### src/design/pdmmic_pkg.sv
package pdmmic_pkg;

    // ------------------------------------------------------------------
    // register map (word index, byte address is four times the index)
    // ------------------------------------------------------------------
    localparam logic [9:0] PDMMIC_CTRL_IDX   = 10'h0F1;
    localparam logic [9:0] PDMMIC_STATUS_IDX = 10'h0F2;
    localparam logic [7:0] PDMMIC_CTRL_RST   = 8'h00;
    localparam logic [7:0] PDMMIC_CTRL_MASK  = 8'hC7;

    // ------------------------------------------------------------------
    // control fields
    // ------------------------------------------------------------------
    localparam int PDMMIC_RIGHT_ON_BIT = 7;
    localparam int PDMMIC_LEFT_ON_BIT  = 6;
    localparam int PDMMIC_RATE_BIT     = 2;
    localparam int PDMMIC_PHASE_BIT    = 1;
    localparam int PDMMIC_MAP_BIT      = 0;

    // ------------------------------------------------------------------
    // status fields
    // ------------------------------------------------------------------
    localparam int PDMMIC_ST_RUN_BIT   = 0;
    localparam int PDMMIC_ST_AVAIL_BIT = 1;
    localparam int PDMMIC_ST_OVF_BIT   = 2;

    // ------------------------------------------------------------------
    // clock divide ratios
    // ------------------------------------------------------------------
    localparam logic [3:0] PDMMIC_DIV_FAST = 4'h4;
    localparam logic [3:0] PDMMIC_DIV_SLOW = 4'h8;

    typedef enum logic [1:0] {
        PDMMIC_ST_IDLE = 2'b01,
        PDMMIC_ST_RUN  = 2'b10
    } pdmmic_state_t;

endpackage : pdmmic_pkg

### src/design/pdmmic_buf.sv
module pdmmic_buf
    import pdmmic_pkg::*;
#(
    parameter int WIDTH = 2,
    parameter int DEPTH = 2
)
(
    input  wire logic             pclk,
    input  wire logic             presetn,
    input  wire logic             in_valid,
    output logic                  in_ready,
    input  wire logic [WIDTH-1:0] in_data,
    output logic                  out_valid,
    input  wire logic             out_ready,
    output logic [WIDTH-1:0]      out_data,
    output logic [$clog2(DEPTH):0] level
);

    localparam int AW = (DEPTH > 1) ? $clog2(DEPTH) : 1;

    // refuse shapes that the wrapping pointers cannot serve
    if (WIDTH < 1 || DEPTH < 2 || (DEPTH & (DEPTH - 1)) != 0)
    begin : g_bad_shape
        $error("pdmmic_buf: WIDTH >= 1 and DEPTH a power of two >= 2 required");
    end

    logic [WIDTH-1:0]       mem [DEPTH];
    logic [AW-1:0]          wr_ptr_reg;
    logic [AW-1:0]          rd_ptr_reg;
    logic [$clog2(DEPTH):0] count_reg;

    wire do_push = in_valid && in_ready;
    wire do_pop  = out_valid && out_ready;

    assign in_ready  = (count_reg != DEPTH[$clog2(DEPTH):0]);
    assign out_valid = (count_reg != '0);
    assign out_data  = mem[rd_ptr_reg];
    assign level     = count_reg;

    // storage is not reset; a slot is only read after it was written
    always_ff @(posedge pclk)
    begin
        if (do_push)
            mem[wr_ptr_reg] <= in_data;
    end

    always_ff @(posedge pclk or negedge presetn)
    begin
        if (!presetn)
        begin
            wr_ptr_reg <= '0;
            rd_ptr_reg <= '0;
            count_reg  <= '0;
        end
        else
        begin
            if (do_push)
                wr_ptr_reg <= wr_ptr_reg + 1'b1;
            if (do_pop)
                rd_ptr_reg <= rd_ptr_reg + 1'b1;
            if (do_push && !do_pop)
                count_reg <= count_reg + 1'b1;
            else if (do_pop && !do_push)
                count_reg <= count_reg - 1'b1;
        end
    end

endmodule : pdmmic_buf

### src/design/pdmmic_port.sv
module pdmmic_port
    import pdmmic_pkg::*;
#(
    parameter int BUF_DEPTH = 2
)
(
    input  wire logic        pclk,
    input  wire logic        presetn,
    // apb slave
    input  wire logic        psel,
    input  wire logic        penable,
    input  wire logic        pwrite,
    input  wire logic [11:0] paddr,
    input  wire logic [31:0] pwdata,
    input  wire logic [3:0]  pstrb,
    output logic             pready,
    output logic [31:0]      prdata,
    output logic             pslverr,
    // microphone pins
    output logic             pdm_clk_out,
    input  wire logic        pdm_data_in,
    // sample stream: bit 0 left, bit 1 right
    output logic             sample_valid,
    input  wire logic        sample_ready,
    output logic [1:0]       sample_data,
    output logic [1:0]       sample_chan_on
);

    // the buffer pointers wrap by overflow, so only powers of two work
    if (BUF_DEPTH < 2 || (BUF_DEPTH & (BUF_DEPTH - 1)) != 0)
    begin : g_bad_depth
        $error("pdmmic_port: BUF_DEPTH must be a power of two >= 2");
    end

    // ------------------------------------------------------------------
    // register bus decode
    // ------------------------------------------------------------------
    logic [7:0]    ctrl_reg;
    logic          ovf_reg;
    logic [31:0]   prdata_reg;
    logic          pslverr_reg;
    pdmmic_state_t state_reg;
    pdmmic_state_t state_next;

    wire [9:0] word_idx    = paddr[11:2];
    wire       addr_align  = (paddr[1:0] == 2'b00);
    wire       hit_ctrl    = addr_align && (word_idx == PDMMIC_CTRL_IDX);
    wire       hit_status  = addr_align && (word_idx == PDMMIC_STATUS_IDX);
    wire       hit_any     = hit_ctrl || hit_status;
    wire       setup_phase = psel && !penable;
    wire       access_done = psel && penable;
    wire       wr_ctrl     = access_done && pwrite && hit_ctrl && pstrb[0];
    wire       wr_status   = access_done && pwrite && hit_status && pstrb[0];

    // zero wait states: read data is captured in the setup cycle
    assign pready  = 1'b1;
    assign prdata  = prdata_reg;
    assign pslverr = pslverr_reg && access_done;

    // ------------------------------------------------------------------
    // control fields
    // ------------------------------------------------------------------
    wire right_chan_on     = ctrl_reg[PDMMIC_RIGHT_ON_BIT];
    wire left_chan_on      = ctrl_reg[PDMMIC_LEFT_ON_BIT];
    wire clk_rate_sel      = ctrl_reg[PDMMIC_RATE_BIT];
    wire capture_phase_sel = ctrl_reg[PDMMIC_PHASE_BIT];
    wire edge_map_sel      = ctrl_reg[PDMMIC_MAP_BIT];
    wire any_chan_on       = right_chan_on || left_chan_on;

    logic [$clog2(BUF_DEPTH):0] buf_level;
    logic                       push_valid;
    logic                       push_ready;

    logic [7:0] status_val;

    // fields are placed by name so the status layout lives in the package only
    always_comb
    begin
        status_val                      = 8'h00;
        status_val[PDMMIC_ST_RUN_BIT]   = (state_reg == PDMMIC_ST_RUN);
        status_val[PDMMIC_ST_AVAIL_BIT] = (buf_level != '0);
        status_val[PDMMIC_ST_OVF_BIT]   = ovf_reg;
    end

    wire [7:0] rd_sel = hit_ctrl ? ctrl_reg : (hit_status ? status_val : 8'h00);

    // ------------------------------------------------------------------
    // register file
    // ------------------------------------------------------------------
    always_ff @(posedge pclk or negedge presetn)
    begin
        if (!presetn)
        begin
            ctrl_reg    <= PDMMIC_CTRL_RST;
            prdata_reg  <= 32'h0000_0000;
            pslverr_reg <= 1'b0;
        end
        else
        begin
            if (wr_ctrl)
                ctrl_reg <= pwdata[7:0] & PDMMIC_CTRL_MASK;
            if (setup_phase)
            begin
                prdata_reg  <= {24'h00_0000, rd_sel};
                pslverr_reg <= !hit_any;
            end
        end
    end

    // a word lost to a full buffer is flagged; a new loss beats the clear
    wire ovf_set   = push_valid && !push_ready;
    wire ovf_clear = wr_status && pwdata[PDMMIC_ST_OVF_BIT];

    always_ff @(posedge pclk or negedge presetn)
    begin
        if (!presetn)
            ovf_reg <= 1'b0;
        else if (ovf_set)
            ovf_reg <= 1'b1;
        else if (ovf_clear)
            ovf_reg <= 1'b0;
    end

    // ------------------------------------------------------------------
    // microphone clock generator
    // ------------------------------------------------------------------
    logic [2:0] cnt_reg;
    logic [2:0] cnt_next;
    logic       clk_reg;
    logic       clk_next;

    wire [3:0] div_fast = PDMMIC_DIV_FAST;
    wire [3:0] div_slow = PDMMIC_DIV_SLOW;
    wire [3:0] div_sel  = clk_rate_sel ? div_slow : div_fast;
    wire [2:0] limit    = 3'(div_sel - 4'h1);
    wire [2:0] half     = 3'(div_sel >> 1);
    wire [2:0] quarter  = 3'(div_sel >> 2);
    wire [2:0] cnt_wrap = (cnt_reg >= limit) ? 3'h0 : 3'(cnt_reg + 3'h1);

    always_comb
    begin
        state_next = state_reg;
        cnt_next   = 3'h0;
        clk_next   = 1'b0;
        case (state_reg)
            PDMMIC_ST_IDLE:
            begin
                // start when a channel is on
                if (any_chan_on)
                begin
                    state_next = PDMMIC_ST_RUN;
                    clk_next   = 1'b1;
                end
            end
            PDMMIC_ST_RUN:
            begin
                if (!any_chan_on)
                    state_next = PDMMIC_ST_IDLE;
                else
                begin
                    cnt_next = cnt_wrap;
                    clk_next = (cnt_wrap < half);
                end
            end
            default:
            begin
                state_next = PDMMIC_ST_IDLE;
            end
        endcase
    end

    // stopping mid-period may shorten the last clock pulse; mics tolerate this
    always_ff @(posedge pclk or negedge presetn)
    begin
        if (!presetn)
        begin
            state_reg <= PDMMIC_ST_IDLE;
            cnt_reg   <= 3'h0;
            clk_reg   <= 1'b0;
        end
        else
        begin
            state_reg <= state_next;
            cnt_reg   <= cnt_next;
            clk_reg   <= clk_next;
        end
    end

    assign pdm_clk_out = clk_reg;

    // ------------------------------------------------------------------
    // data capture
    // ------------------------------------------------------------------
    wire running = (state_reg == PDMMIC_ST_RUN);

    wire rise_tap_edge = (cnt_reg == 3'h0);
    wire fall_tap_edge = (cnt_reg == half);
    wire rise_tap_mid  = (cnt_reg == quarter);
    wire fall_tap_mid  = (cnt_reg == 3'(half + quarter));

    // each slot holds one microphone's bit
    wire rise_tap = running && (capture_phase_sel ? rise_tap_mid : rise_tap_edge);
    wire fall_tap = running && (capture_phase_sel ? fall_tap_mid : fall_tap_edge);

    logic rise_bit_reg;

    always_ff @(posedge pclk or negedge presetn)
    begin
        if (!presetn)
            rise_bit_reg <= 1'b0;
        else if (rise_tap)
            rise_bit_reg <= pdm_data_in;
    end

    // rising is left, falling is right unless edge_map_sel swaps them
    wire [1:0] map_norm = {pdm_data_in, rise_bit_reg};
    wire [1:0] map_swap = {rise_bit_reg, pdm_data_in};
    wire [1:0] pair     = edge_map_sel ? map_swap : map_norm;

    wire right_bit = pair[1] && right_chan_on;
    wire left_bit  = pair[0] && left_chan_on;

    assign push_valid = fall_tap;

    // ------------------------------------------------------------------
    // output buffer
    // ------------------------------------------------------------------
    logic [1:0] buf_out_data;

    pdmmic_buf #(
        .WIDTH (2),
        .DEPTH (BUF_DEPTH)
    ) pdmmic_buf_inst (
        .pclk      (pclk),
        .presetn   (presetn),
        .in_valid  (push_valid),
        .in_ready  (push_ready),
        .in_data   ({right_bit, left_bit}),
        .out_valid (sample_valid),
        .out_ready (sample_ready),
        .out_data  (buf_out_data),
        .level     (buf_level)
    );

    assign sample_data    = buf_out_data;
    assign sample_chan_on = {right_chan_on, left_chan_on};

endmodule : pdmmic_port

### config.mk
export PLATFORM = sky130hd
export DESIGN_NAME = pdmmic_port
export DESIGN_NICKNAME = d
export VERILOG_FILES = /design/src/design/pdmmic_pkg.sv /design/src/design/pdmmic_buf.sv /design/src/design/pdmmic_port.sv
export SDC_FILE = /design/constraint.sdc
export NUM_CORES = 1
export LEC_CHECK = 0
export BUFFER_PORTS_ARGS = -buffer_cell sky130_fd_sc_hd__buf_2
export CAP_MARGIN = 10
export CORE_UTILIZATION = 45
export CTS_BUF_LIST = sky130_fd_sc_hd__clkbuf_4
export DETAILED_ROUTE_END_ITERATION = 16
export PLACE_DENSITY = 0.94
export SLEW_MARGIN = 20
export SYNTH_ARGS = -nofsm -noshare
export SYNTH_HDL_FRONTEND = slang
export SYNTH_SLANG_ARGS = --single-unit
### constraint.sdc
create_clock -name pclk -period 3.6 [get_ports pclk]
set_input_delay 0.18 -clock pclk [delete_from_list [all_inputs] [get_ports pclk]]
set_output_delay 0.18 -clock pclk [all_outputs]
set_load 0.01 [all_outputs]
# Word-level counts from Yosys, hierarchy flattened
# Memory sizes are Yosys's and may differ from the RTL's.
# Index checks and enable logic that the tools add are counted.
# totals
register_bits	26
ram_bits	4
in_bits	55
output_inout_bits	40
elab_cells	85
mem_count	1
# mem_list
memory	words	word_bits	read_ports	rd_clocked_by_memory_dff	write_ports	line	rtl
pdmmic_buf_inst.mem	2	2	1	0	1	pdmmic_buf.sv:27	logic [WIDTH-1:0] mem [DEPTH];
# op_classes
n_addsub	7
n_lt_le_gt_ge	2
n_eq_ne	10
mux	21
reduce_logical	33
# op_table
operator	n
10-bit by 8-bit equality test with 1-bit output, second input constant	2
1-bit logical AND	20
3-bit 2-to-1 mux	4
2-bit 2-to-1 mux	5
1-bit 2-to-1 mux	8
8-bit 2-to-1 mux	1
3-bit equality test	2
2-bit inequality test, second input constant	3
2-bit nonzero test	3
1-bit zero test	5
4-bit 2-to-1 mux	1
2-bit case mux with 2 select lines	1
3-bit by 1-bit adder with 3-bit output, second input constant	1
3-bit by 2-bit adder with 3-bit output	1
3-bit by 2-bit equality test with 1-bit output	1
3-bit greater-or-equal comparator	1
3-bit zero test	1
3-bit < comparator	1
3-bit by 1-bit subtractor with 3-bit output, second input constant	1
1-bit adder, second input constant	2
2-bit by 1-bit adder with 2-bit output, second input constant	1
2-bit by 1-bit equality test with 1-bit output, second input constant	1
2-bit equality test, second input constant	1
2-bit zero test	1
other kinds (4)	5

# Logic depth before layout (Yosys ltp)
# Gate-level depths: netlist of the first run.
# logic_depth
depth_word	10
depth_mapped	10
depth_no_buf	9

# By module
# Synthesis of the first run repeated with hierarchy kept, for this count alone.
# unflattened
cells_unflattened	154
area_unflattened_um2	1650.3
# by_module_without_submodules
mod	n_inst	cells_each	area_per_inst_um2	seq_area_each_um2
pdmmic_port	1	130	1296.2	476.7
pdmmic_buf	1	24	354.1	220.2

# Worst setup path before layout of the first run
# OpenSTA, ideal clock, no wires.
# synth_timing
path_kind	input to register
from	input paddr[1]
to	register ctrl_reg[0]
arrival_time_ns	1.841
path_slack_ns	1.634
path_stages	4
cell_sequence	or4_1 > or4_4 > nor3_4 > mux2_2
# synth_via
elab_chain_cells	4
# synth_rtl
element	line	rtl
from (decl)	pdmmic_port.sv:13	input wire logic [11:0] paddr,
2-bit zero test	pdmmic_port.sv:46	wire addr_align = (paddr[1:0] == 2'b00);
1-bit logical AND	pdmmic_port.sv:47	wire hit_ctrl = addr_align && (word_idx == PDMMIC_CTRL_IDX);
1-bit logical AND (2 in series)	pdmmic_port.sv:52	wire wr_ctrl = access_done && pwrite && hit_ctrl && pstrb[0];
to (signal assigned)	pdmmic_port.sv:101	ctrl_reg <= pwdata[7:0] & PDMMIC_CTRL_MASK;
to (decl)	pdmmic_port.sv:38	logic [7:0] ctrl_reg;
# No other way between the ends.
# A chain may end at the register's enable or synchronous reset.

# Final worst setup path of the first run
# layout_timing
from	register ctrl_reg[2]
to	register clk_reg, in the netlist pdm_clk_out
# layout_via
elab_chain_cells	7
# layout_rtl
element	line	rtl
4-bit 2-to-1 mux (*)	pdmmic_port.sv:134	wire [3:0] div_sel = clk_rate_sel ? div_slow : div_fast;
3-bit by 1-bit subtractor with 3-bit output	pdmmic_port.sv:135	wire [2:0] limit = 3'(div_sel - 4'h1);
3-bit greater-or-equal comparator	pdmmic_port.sv:138	wire [2:0] cnt_wrap = (cnt_reg >= limit) ? 3'h0 : 3'(cnt_reg + 3'h1);
3-bit 2-to-1 mux	pdmmic_port.sv:138	
3-bit < comparator (*)	pdmmic_port.sv:162	clk_next = (cnt_wrap < half);
1-bit 2-to-1 mux (*)	pdmmic_port.sv:157	if (!any_chan_on)
1-bit case mux with 2 select lines (*)	pdmmic_port.sv:145	case (state_reg)
net clk_next	pdmmic_port.sv:130	logic clk_next;
to (signal assigned)	pdmmic_port.sv:185	clk_reg <= clk_next;
to (decl)	pdmmic_port.sv:129	logic clk_reg;
# The timed path passes the listed nets; every way through them passes the cells marked *.

==> results of run 1 <==
-- worst paths after layout --
| path | end | cells past startpoint | slack, ns |
|---|---|---|---|
| min reg2reg | pdmmic_buf_inst.level[1] | 1 | 0.51 |
| min in group asynchronous | prdata[6] | 2 | 0.36 |
| max | pdm_clk_out | 9 | 1.54 |
| min | ctrl_reg[6] | 2 | 0.08 |
| max reg2reg | pdm_clk_out | 9 | 1.54 |
| max in group asynchronous | state_reg[0] | 2 | 2.87 |
-- power by group through the flow --
| stage | registers [mW] | clock network (mW) | logic, mW |
|---|---|---|---|
| 2_1_floorplan | 0.318 | 0 | 0.0446 |
| 3_3_place_gp | 0.318 | 0 | 0.0414 |
| 3_5_place_dp | 0.318 | 0 | 0.0430 |
| 4_1_cts | 0.312 | 0.140 | 0.0439 |
| 5_1_grt | 0.313 | 0.159 | 0.0497 |
| 6_report | 0.312 | 0.136 | 0.0438 |
-- through the flow --
| step | cells | power [mW] | util | worst slack [ns] |
|---|---|---|---|---|
| global route | 238 | 0.522 | 0.519 | 1.34 |
| floorplan | 183 | 0.363 | - | 1.63 |
| detailed placement | 233 | 0.361 | 0.507 | 1.39 |
| global placement | 233 | 0.359 | 0.507 | 1.42 |
| CTS | 238 | 0.496 | 0.519 | 1.55 |
| finish | 238 | 0.493 | 0.519 | 1.54 |
-- layer usage --
metal,track usage,part of all wire,vias up
met5,0,0,-
met4,0.0349,0.0074,0
met3,0.0313,0.043,4
met2,0.310,0.53,40
met1,0.187,0.42,557
li1,-,-,562
-- cell usage in the layout, fill, tap and decap left out, drive strengths merged, types with 3 or more instances in the layout --
master	count
mux2i	3
conb	28
clkbuf	4
a221o	3
xnor2	5
a21oi	5
nor3	5
o21ai	6
nand2	4
inv	9
dfrtp	22
nand2b	5
ha	7
mux2	7
and2	3
edfxtp	4
nor2	7
nand4	3
buf	36
nor2b	4
-- Yosys cell counts (all sizes together) (3+ instances only) --
cell	number	area, um2
a21oi	5	25.0
a221o	3	30.0
and2	3	18.8
buf	30	225
dfrtp	22	551
edfxtp	4	120
ha	7	87.6
inv	9	33.8
mux2	7	78.8
mux2i	3	30.0
nand2	4	15.0
nand2b	5	31.3
nand4	3	18.8
nor2	7	26.3
nor2b	4	25.0
nor3	5	41.3
o21ai	6	30.0
xnor2	5	43.8
-- cell type report --
type / instances / area, um2 / share of cell area
flip-flops and latches: 27 / 697 / 0.393
multi-input cells: 115 / 764 / 0.431
inverters: 9 / 33.8 / 0.0191
well taps: 46 / 57.6 / 0.0325
clock buffers: 4 / 30.0 / 0.0169
repair buffers: 37 / 190 / 0.107
-- cells by family after synthesis --
logic type / Yosys count / share of synthesized area
fa+ha+maj: 7 / 0.0537
flops: 27 / 0.427
buf+inv: 41 / 0.163
compound gates: 23 / 0.0959
other cells: 2 / 0.00461
simple gates: 40 / 0.150
mux: 10 / 0.0668
xor+xnor: 7 / 0.0376
==> reports/summary.txt, run 1 <==
GLOBAL ROUTE
----------------------------------------------------------------------------------
Maximum number of pins on one net before global-route repair                    24
Antenna violations before repair                                                 0
Via count of the first global-routing pass                                    1183
Total congestion overflow after global routing                                   0
Gr usage total                                                               0.163
Wire length of the first global-routing pass                               5090 um

FINAL LAYOUT
----------------------------------------------------------------------------------
Growth of design area from synthesis to finish                               8.75%
Nets@finish                                                                    255
Number of filler cells placed in the layout                                    314
Fraction of final layout cells sized beyond drive strength 1                 0.271
Summed area of non-filler cells in the final layout                    0.00177 mm2
Ant. Diodes                                                                      0

ROUTE
----------------------------------------------------------------------------------
Number of vias in the routed layout                                           1163
Antenna-violating nets left                                                      0
TritonRoute pass-1 iters                                                         4
Routed via count divided by cell count                                        4.89
Post-route DRC violation count                                                   0
WL per Instance                                                            12.6 um
Drt total wl                                                               2990 um
Starting DRC count in detailed routing                                          34

FLOW RUN
----------------------------------------------------------------------------------
Number of max-cap violations                                                     0

PWR
----------------------------------------------------------------------------------
Cell-internal power                                                         376 uW
Sequential share of power                                                    0.634
Clk pwr share                                                                0.277
Reported net switching power                                                117 uW
Peak supply drop                                                        0.000169 V
Total power per unit cell area                                          278 mW/mm2
Combinational Power Share                                                    0.089
Static leakage                                                            0.971 nW
Switching part of the total power                                            0.237

DIE
----------------------------------------------------------------------------------
Number of standard-cell rows in the floorplan                                   21
Die width                                                                  62.2 um
I/O pin count                                                                   95
Die outline area                                                       0.00387 mm2
Die H                                                                      62.2 um
Initial core utilization                                                     0.477
Standard cell core area                                                0.00342 mm2

HOLD PATH
----------------------------------------------------------------------------------
Source of the worst hold timing path                                     pwdata[6]
Min-delay worst type                                                  input pin to flop

CTS
----------------------------------------------------------------------------------
Number of H-tree levels                                                          1
CTS clk-pin slew, worst paths                                              0.14 ns
Number of gates resized after CTS                                                0
Post-cts hold buffer count                                                       1
# clock sinks                                                                   27
Post-CTS Setup Bufs                                                              0
Worst-case clock buffer depth                                                    2
Clock tree from TritonCTS                                                     done
Clock insertion delay at the later pin of the skew report                  0.31 ns
Num CTS Buffers                                                                  3
Root Buffer                                                           sky130_fd_sc_hd__clkbuf_4

WORST SETUP PATH
----------------------------------------------------------------------------------
Startpoint Class                                                              flop
Worst Path Buf+Inv                                                               1
Critical path's slowest cell                                          sky130_fd_sc_hd__dfrtp_1
Data arrival time at the worst-slack endpoint                              2.33 ns
Delay of the slowest critical-path stage                                   0.53 ns
Cell mode on critical path                                            sky130_fd_sc_hd__ha_1
Launch point of the worst reg-to-reg path                              ctrl_reg[2]
Setup crit start                                                       ctrl_reg[2]
Critical path, cell by cell                                           inv_1 > ha_1 > a21o_1 > nor2_1 > ha_1 > nand2_1 > nand3b_1 > a31oi_1 > o21a_1
Largest fanout on the critical path                                              8
Data required time of the critical path                                    3.87 ns
CP endpoint kind                                                              flop
Path type of the worst setup path                                     flop to flop
Family of cells with the greatest summed delay on the critical path    adder cells

TIMING
----------------------------------------------------------------------------------
Slew at the pin with the worst max-slew slack                             0.531 ns
Final max-slew violation count                                                   0
Clock skew                                                              0.00284 ns
Setup_tns                                                                     0 ns
RSZ-0062 raised after global routing                                         false
Fin Hold WS                                                              0.0841 ns
Hold violation count in the final report                                         0
Post-route minimum period                                                  2.06 ns
Relative slew slack                                                          0.646
Setup violators final                                                            0
Post-route clock period utilization                                          0.572
Highest attainable clock frequency                                         485 MHz

PLACE
----------------------------------------------------------------------------------
RePlAce Congestion                                                           0.762
Total of buffers placed on input and output ports                               36
Placed Area                                                            0.00173 mm2
Placed wire-length estimate after detailed placement                       2350 um

SYNTHESIS
----------------------------------------------------------------------------------
Syn Inst Count                                                                 157
Number of distinct library cells after synthesis                                39
Predominant post-synthesis flop cell                                  sky130_fd_sc_hd__dfrtp_1
Cell area after synthesis                                              0.00163 mm2
Async set-reset flop share out of synthesis                                  0.852
Total of flip-flops plus latches after synthesis                                27
Average footprint of a synthesized cell                                   10.4 um2
Portion of the post-synthesis area used by sequential elements               0.427
Yosys synthesis warning count                                                    0
EDFF count, synth                                                                4

STATUS
----------------------------------------------------------------------------------
Outcome                                                               complete, no violations

(Power assumes the default switching activity.)
==> run 2, diff against run 1 <==
- CORE_UTILIZATION: 45 -> 41
- PLACE_DENSITY: 0.94 -> 0.91
- clock period: 3.6 -> 1.8 ns (I/O delays scaled with it)
==> run 2 against run 1 <==
Against the previous run:
- the flow now finishes with violations (negative setup slack)
- worst hold slack worse by 0.074 ns
- routed wire length up 8.2%
- first-iteration DRC count up 88%
==> reports/summary.txt, run 2 (synthesized netlist as in run 1, its figures left out) <==
CTS
----------------------------------------------------------------------------------
Clock insertion delay at the later pin of the skew report                  0.33 ns
CTS clk-pin slew, worst paths                                              0.15 ns
Number of H-tree levels                                                          1
# clock sinks                                                                   27
Root Buffer                                                           sky130_fd_sc_hd__clkbuf_4
Clock tree from TritonCTS                                                     done
Num CTS Buffers                                                                  3
Worst-case clock buffer depth                                                    2

PLACE
----------------------------------------------------------------------------------
Placed Area                                                            0.00186 mm2
Placed wire-length estimate after detailed placement                       2480 um
RePlAce Congestion                                                           0.805
Total of buffers placed on input and output ports                               36

ROUTE
----------------------------------------------------------------------------------
Post-route DRC violation count                                                   0
Starting DRC count in detailed routing                                          64
Drt total wl                                                               3230 um
TritonRoute pass-1 iters                                                         4
Routed via count divided by cell count                                        4.65
WL per Instance                                                            12.2 um
Number of vias in the routed layout                                           1232
Antenna-violating nets left                                                      0

GLOBAL ROUTE
----------------------------------------------------------------------------------
Antenna violations before repair                                                 0
Wire length of the first global-routing pass                               5360 um
Total congestion overflow after global routing                                   0
Via count of the first global-routing pass                                    1257
Gr usage total                                                               0.165
Maximum number of pins on one net before global-route repair                    24

WORST SETUP PATH
----------------------------------------------------------------------------------
Cell count of the worst reg-to-reg path                                          9
Largest fanout on the critical path                                              6
Data arrival time at the worst-slack endpoint                              2.14 ns
Family of cells with the greatest summed delay on the critical path   compound AO/OA/AOI/OAI gates
Worst Path Buf+Inv                                                               1
Startpoint Class                                                              flop
Setup slack of the most critical reg-to-reg path                          -0.05 ns
R2r endpoint                                                           pdm_clk_out
Critical path, cell by cell                                           inv_1 > ha_4 > a21o_1 > nor2_1 > ha_1 > nand2_1 > nand3b_1 > a31oi_1 > o21a_1
Launch point of the worst reg-to-reg path                              ctrl_reg[2]
CP endpoint kind                                                              flop
Data required time of the critical path                                    2.09 ns
Delay of the slowest critical-path stage                                   0.47 ns
Path type of the worst setup path                                     flop to flop
Critical path's slowest cell                                          sky130_fd_sc_hd__dfrtp_2

FINAL LAYOUT
----------------------------------------------------------------------------------
Nets@finish                                                                    280
Summed area of non-filler cells in the final layout                    0.00202 mm2
Fraction of final layout cells sized beyond drive strength 1                 0.364
Leading cell types in the layout, fill and taps excluded              36 x sky130_fd_sc_hd__buf_2, 28 x sky130_fd_sc_hd__conb_1, 20 x sky130_fd_sc_hd__dfrtp_1
FF/Latch Area                                                              699 um2
Commonest non-fill, non-tap cell in the layout                        sky130_fd_sc_hd__buf_2
Growth of design area from synthesis to finish                               23.7%
Ant. Diodes                                                                      0
Total area of multi-input combinational cells                              800 um2
Number of filler cells placed in the layout                                    345

DIE
----------------------------------------------------------------------------------
Die width                                                                  65.1 um
Number of standard-cell rows in the floorplan                                   22
Die H                                                                      65.1 um
Die outline area                                                       0.00423 mm2
Standard cell core area                                                0.00374 mm2
I/O pin count                                                                   95
Initial core utilization                                                     0.435

STATUS
----------------------------------------------------------------------------------
Failing checks                                                        negative setup slack
Outcome                                                               finished, violations left

TIMING
----------------------------------------------------------------------------------
Hold violation count in the final report                                         0
Post-route clock period utilization                                           1.03
Clock skew                                                              0.00746 ns
Setup_tns                                                                -0.140 ns
Slew at the pin with the worst max-slew slack                             0.517 ns
Post-route minimum period                                                  1.85 ns
RSZ-0062 raised after global routing                                          true
Fin Hold WS                                                              0.0100 ns
Final max-slew violation count                                                   0
Relative slew slack                                                          0.655
Setup violators final                                                            6
Highest attainable clock frequency                                         540 MHz
Post-route worst setup slack                                            -0.0525 ns

PWR
----------------------------------------------------------------------------------
Peak supply drop                                                        0.000221 V
Static leakage                                                             1.08 nW
Total power per unit cell area                                          493 mW/mm2

HOLD PATH
----------------------------------------------------------------------------------
Source of the worst hold timing path                                     pwdata[2]
Hold Path End                                                          ctrl_reg[2]
Min-delay worst type                                                  input pin to flop
Worst hold path cell count                                                       3

FLOW RUN
----------------------------------------------------------------------------------
Number of max-cap violations                                                     0

run 2: changes by cell type in the layout (fill, tap and decap cells not counted), sizes merged:
cell	change
clkinvlp	+1
clkbuf	-1
dlygate4sd3	+5
buf	+20
run 2: worst min-delay path: stages:
cell	delay, ns
sky130_fd_sc_hd__buf_2	0.10
sky130_fd_sc_hd__inv_1	0.07
sky130_fd_sc_hd__mux2i_1	0.06
run 2: area by class of cell:
class                      count  share of cell area
multi-input combinational    115               0.396
sequential                    27               0.347
timing repair buffer          62               0.195
tap                           48              0.0298
inverter                       9              0.0167
clock buffer                   3              0.0112
clock inverter                 1             0.00372
run 2: timing repair:
action / CTS / global route
setup buffers: 2 / 2
pin swaps: 6 / 2
hold buffers: 4 / 2
gates resized for setup: 6 / 2
endpoints found under the hold margin: 25 / 2
gates cloned: 0 / 0
setup endpoints to repair: 2 / 6
run 2: power by group:
part / total, mW / internal [mW] / switching [mW] / leakage (nW)
Clock: 0.273 / 0.0852 / 0.188 / 0.0139
Sequential: 0.625 / 0.622 / 0.00232 / 0.349
Combinational: 0.0970 / 0.0355 / 0.0615 / 0.714
Total: 0.995 / 0.743 / 0.252 / 1.08
run 2: worst max-delay path by stage:
stage / startpoint / to / cells past startpoint
floorplan: paddr[1] / ctrl_reg[0] / 4
global placement: paddr[1] / ctrl_reg[0] / 5
detailed placement: paddr[1] / ctrl_reg[0] / 5
CTS: ctrl_reg[2] / pdmmic_buf_inst.level[1] / 9
global route: ctrl_reg[2] / pdmmic_buf_inst.level[1] / 9
finish: ctrl_reg[2] / pdm_clk_out / 9
run 2: per-stage QoR:
stage	util	std cells	total power, mW	setup slack [ns]
final	0.539	265	0.995	-0.0525
after global routing	0.539	265	1.05	-0.162
after CTS	0.529	261	0.996	-0.0612
after detailed placement	0.496	251	0.723	-0.178
after global placement	0.496	251	0.720	-0.144
after floorplan	-	183	0.725	-0.0274
run 2: per-layer routing:
layer | share of wire | up-vias | global-route usage
met2 | 0.53 | 51 | 0.309
met1 | 0.41 | 570 | 0.187
met5 | 0 | - | 0
li1 | - | 602 | -
met3 | 0.046 | 9 | 0.0282
met4 | 0.014 | 0 | 0.0571
==> run 3, diff against run 2 <==
- GPL_TIMING_DRIVEN: default -> 0
==> run 3 against run 2 <==
Against the previous run:
- the flow still finishes with violations (negative setup slack)
- clock-buffer cell count is the same
- sequential cell count is the same
- non-clock buffer count grew 28
- power grew 3.7%
- clock skew shrank 0.0020 ns
- global-route usage grew 1.0 points
- core utilization grew 5.8 points
- via count grew 11%
- register-to-register slack lost 0.07 ns
==> reports/summary.txt, run 3 (synthesized netlist as in run 1, its figures left out) <==
PWR
----------------------------------------------------------------------------------
Total power per unit cell area                                          462 mW/mm2
Total power after layout                                                   1.03 mW
Peak supply drop                                                        0.000188 V
Static leakage                                                             1.23 nW

WORST SETUP PATH
----------------------------------------------------------------------------------
Largest fanout on the critical path                                              5
Data arrival time at the worst-slack endpoint                              2.18 ns
Delay of the slowest critical-path stage                                   0.37 ns
Number of cells on the critical path                                             9
Cell count of the worst reg-to-reg path                                          9
Launch point of the worst reg-to-reg path                              ctrl_reg[2]
Capturing instance or port of the critical path                       pdmmic_buf_inst.level[1]
Critical path, cell by cell                                           clkbuf_8 > and4b_1 > a211o_1 > nand4_1 > inv_1 > ha_2 > xor2_1 > nor2_1 > xor2_1
CP endpoint kind                                                              flop
Setup crit start                                                       ctrl_reg[2]
R2r endpoint                                                          pdmmic_buf_inst.level[1]
Cell mode on critical path                                            sky130_fd_sc_hd__xor2_1
Path type of the worst setup path                                     flop to flop
Data required time of the critical path                                    2.06 ns
Startpoint Class                                                              flop
Critical path's slowest cell                                          sky130_fd_sc_hd__dfrtp_1
Setup slack of the most critical reg-to-reg path                          -0.12 ns
Worst Path Buf+Inv                                                               2
Family of cells with the greatest summed delay on the critical path   simple AND/OR/NAND/NOR gates

DIE
----------------------------------------------------------------------------------
Number of standard-cell rows in the floorplan                                   22
Standard cell core area                                                0.00374 mm2
I/O pin count                                                                   95
Die width                                                                  65.1 um
Initial core utilization                                                     0.435
Die outline area                                                       0.00423 mm2
Die H                                                                      65.1 um

ROUTE
----------------------------------------------------------------------------------
Drt total wl                                                               3590 um
TritonRoute pass-1 iters                                                         4
Routed via count divided by cell count                                        4.66
Antenna-violating nets left                                                      0
WL per Instance                                                            12.3 um
Starting DRC count in detailed routing                                          66
Number of vias in the routed layout                                           1365
Post-route DRC violation count                                                   0

TIMING
----------------------------------------------------------------------------------
Hold violation count in the final report                                         0
Post-route clock period utilization                                           1.07
Post-route worst setup slack                                             -0.118 ns
Highest attainable clock frequency                                         521 MHz
Clock skew                                                              0.00548 ns
Final max-slew violation count                                                   0
Fin Hold WS                                                              0.0495 ns
RSZ-0062 raised after global routing                                          true
Slew at the pin with the worst max-slew slack                             0.546 ns
Relative slew slack                                                          0.636
Setup violators final                                                            6
Post-route minimum period                                                  1.92 ns

HOLD PATH
----------------------------------------------------------------------------------
Min-delay worst type                                                  input pin to flop

PLACE
----------------------------------------------------------------------------------
Post-Place Setup Slack                                                   -0.279 ns
Placed wire-length estimate after detailed placement                       2290 um
Placed cells                                                                   267
Placed Area                                                            0.00197 mm2
RePlAce Congestion                                                           0.725
Total of buffers placed on input and output ports                               36

FINAL LAYOUT
----------------------------------------------------------------------------------
Nets@finish                                                                    308
Summed area of non-filler cells in the final layout                    0.00224 mm2
Leading cell types in the layout, fill and taps excluded              46 x sky130_fd_sc_hd__buf_4, 36 x sky130_fd_sc_hd__buf_2, 28 x sky130_fd_sc_hd__conb_1
Post-route non-filler standard cell count                                      293
Fraction of final layout cells sized beyond drive strength 1                 0.449
Growth of design area from synthesis to finish                               37.1%
Commonest non-fill, non-tap cell in the layout                        sky130_fd_sc_hd__buf_4
Ant. Diodes                                                                      0
Number of filler cells placed in the layout                                    313

CTS
----------------------------------------------------------------------------------
Number of H-tree levels                                                          1
Clock tree from TritonCTS                                                     done
# clock sinks                                                                   27
Worst-case clock buffer depth                                                    2
Num CTS Buffers                                                                  3
Clock insertion delay at the later pin of the skew report                  0.32 ns
Root Buffer                                                           sky130_fd_sc_hd__clkbuf_4
CTS clk-pin slew, worst paths                                              0.15 ns

GLOBAL ROUTE
----------------------------------------------------------------------------------
Gr usage total                                                               0.175
Antenna violations before repair                                                 0
Via count of the first global-routing pass                                    1307
Total congestion overflow after global routing                                   0
Maximum number of pins on one net before global-route repair                    24
Wire length of the first global-routing pass                               5640 um

STATUS
----------------------------------------------------------------------------------
Failing checks                                                        negative setup slack
Outcome                                                               finished, violations left

FLOW RUN
----------------------------------------------------------------------------------
Number of max-cap violations                                                     0

## run 3: changes by cell type in the layout (fill, tap and decap cells not counted), sizes merged
cell	previous run	this run
buf	56	82
clkbuf	3	5
clkinv	0	1
clkinvlp	1	0
## run 3: final cells by class
type,instances,area [um2],area share
well taps,48,60.1,0.0269
clock buffers,3,22.5,0.0101
flip-flops and latches,27,701,0.313
clock inverters,1,5.00,0.00224
multi-input cells,115,806,0.360
plain buffers,32,243,0.109
repair buffers,58,360,0.161
inverters,9,38.8,0.0173
## run 3: metrics by stage
stage	TNS, ns	util
2_1_floorplan	-0.124	-
3_3_place_gp	-1.37	0.526
3_5_place_dp	-1.75	0.526
4_1_cts	-0.0775	0.582
5_1_grt	-0.646	0.597
6_report	-0.285	0.597
## run 3: how the worst min path moves through the flow
stage / depth (start not counted) / to / from
global placement: 1 / prdata[2] / presetn
CTS: 2 / ctrl_reg[0] / pwdata[0]
detailed placement: 1 / prdata[1] / presetn
floorplan: 0 / cnt_reg[0] / presetn
global route: 3 / ctrl_reg[2] / pwdata[2]
finish: 3 / ctrl_reg[2] / pwdata[2]
## run 3: where the power goes
| part | switching [mW] | total [mW] | internal (mW) |
|---|---|---|---|
| sequential | 0.00238 | 0.625 | 0.622 |
| combinational | 0.0682 | 0.143 | 0.0749 |
| clock | 0.181 | 0.264 | 0.0832 |
## run 3: what timing repair did
item,4_1_cts,5_1_grt
pin swaps,10,7
buffers inserted,12,4
endpoints found under the setup margin,3,7
hold buffers,4,2
gates resized for setup,12,4
hold endpoints to repair,25,2
## run 3: worst min-delay path, cell delays in order
cell	delay (ns)
sky130_fd_sc_hd__buf_2	0.09
sky130_fd_sc_hd__inv_1	0.08
sky130_fd_sc_hd__mux2i_1	0.08
## run 3: per-layer routing
metal / wire (um) / track usage / share of wire
met5: 0 / 0 / 0
met4: 65 / 0.0571 / 0.018
met3: 147 / 0.0299 / 0.041
met2: 1950 / 0.339 / 0.54
met1: 1430 / 0.190 / 0.40
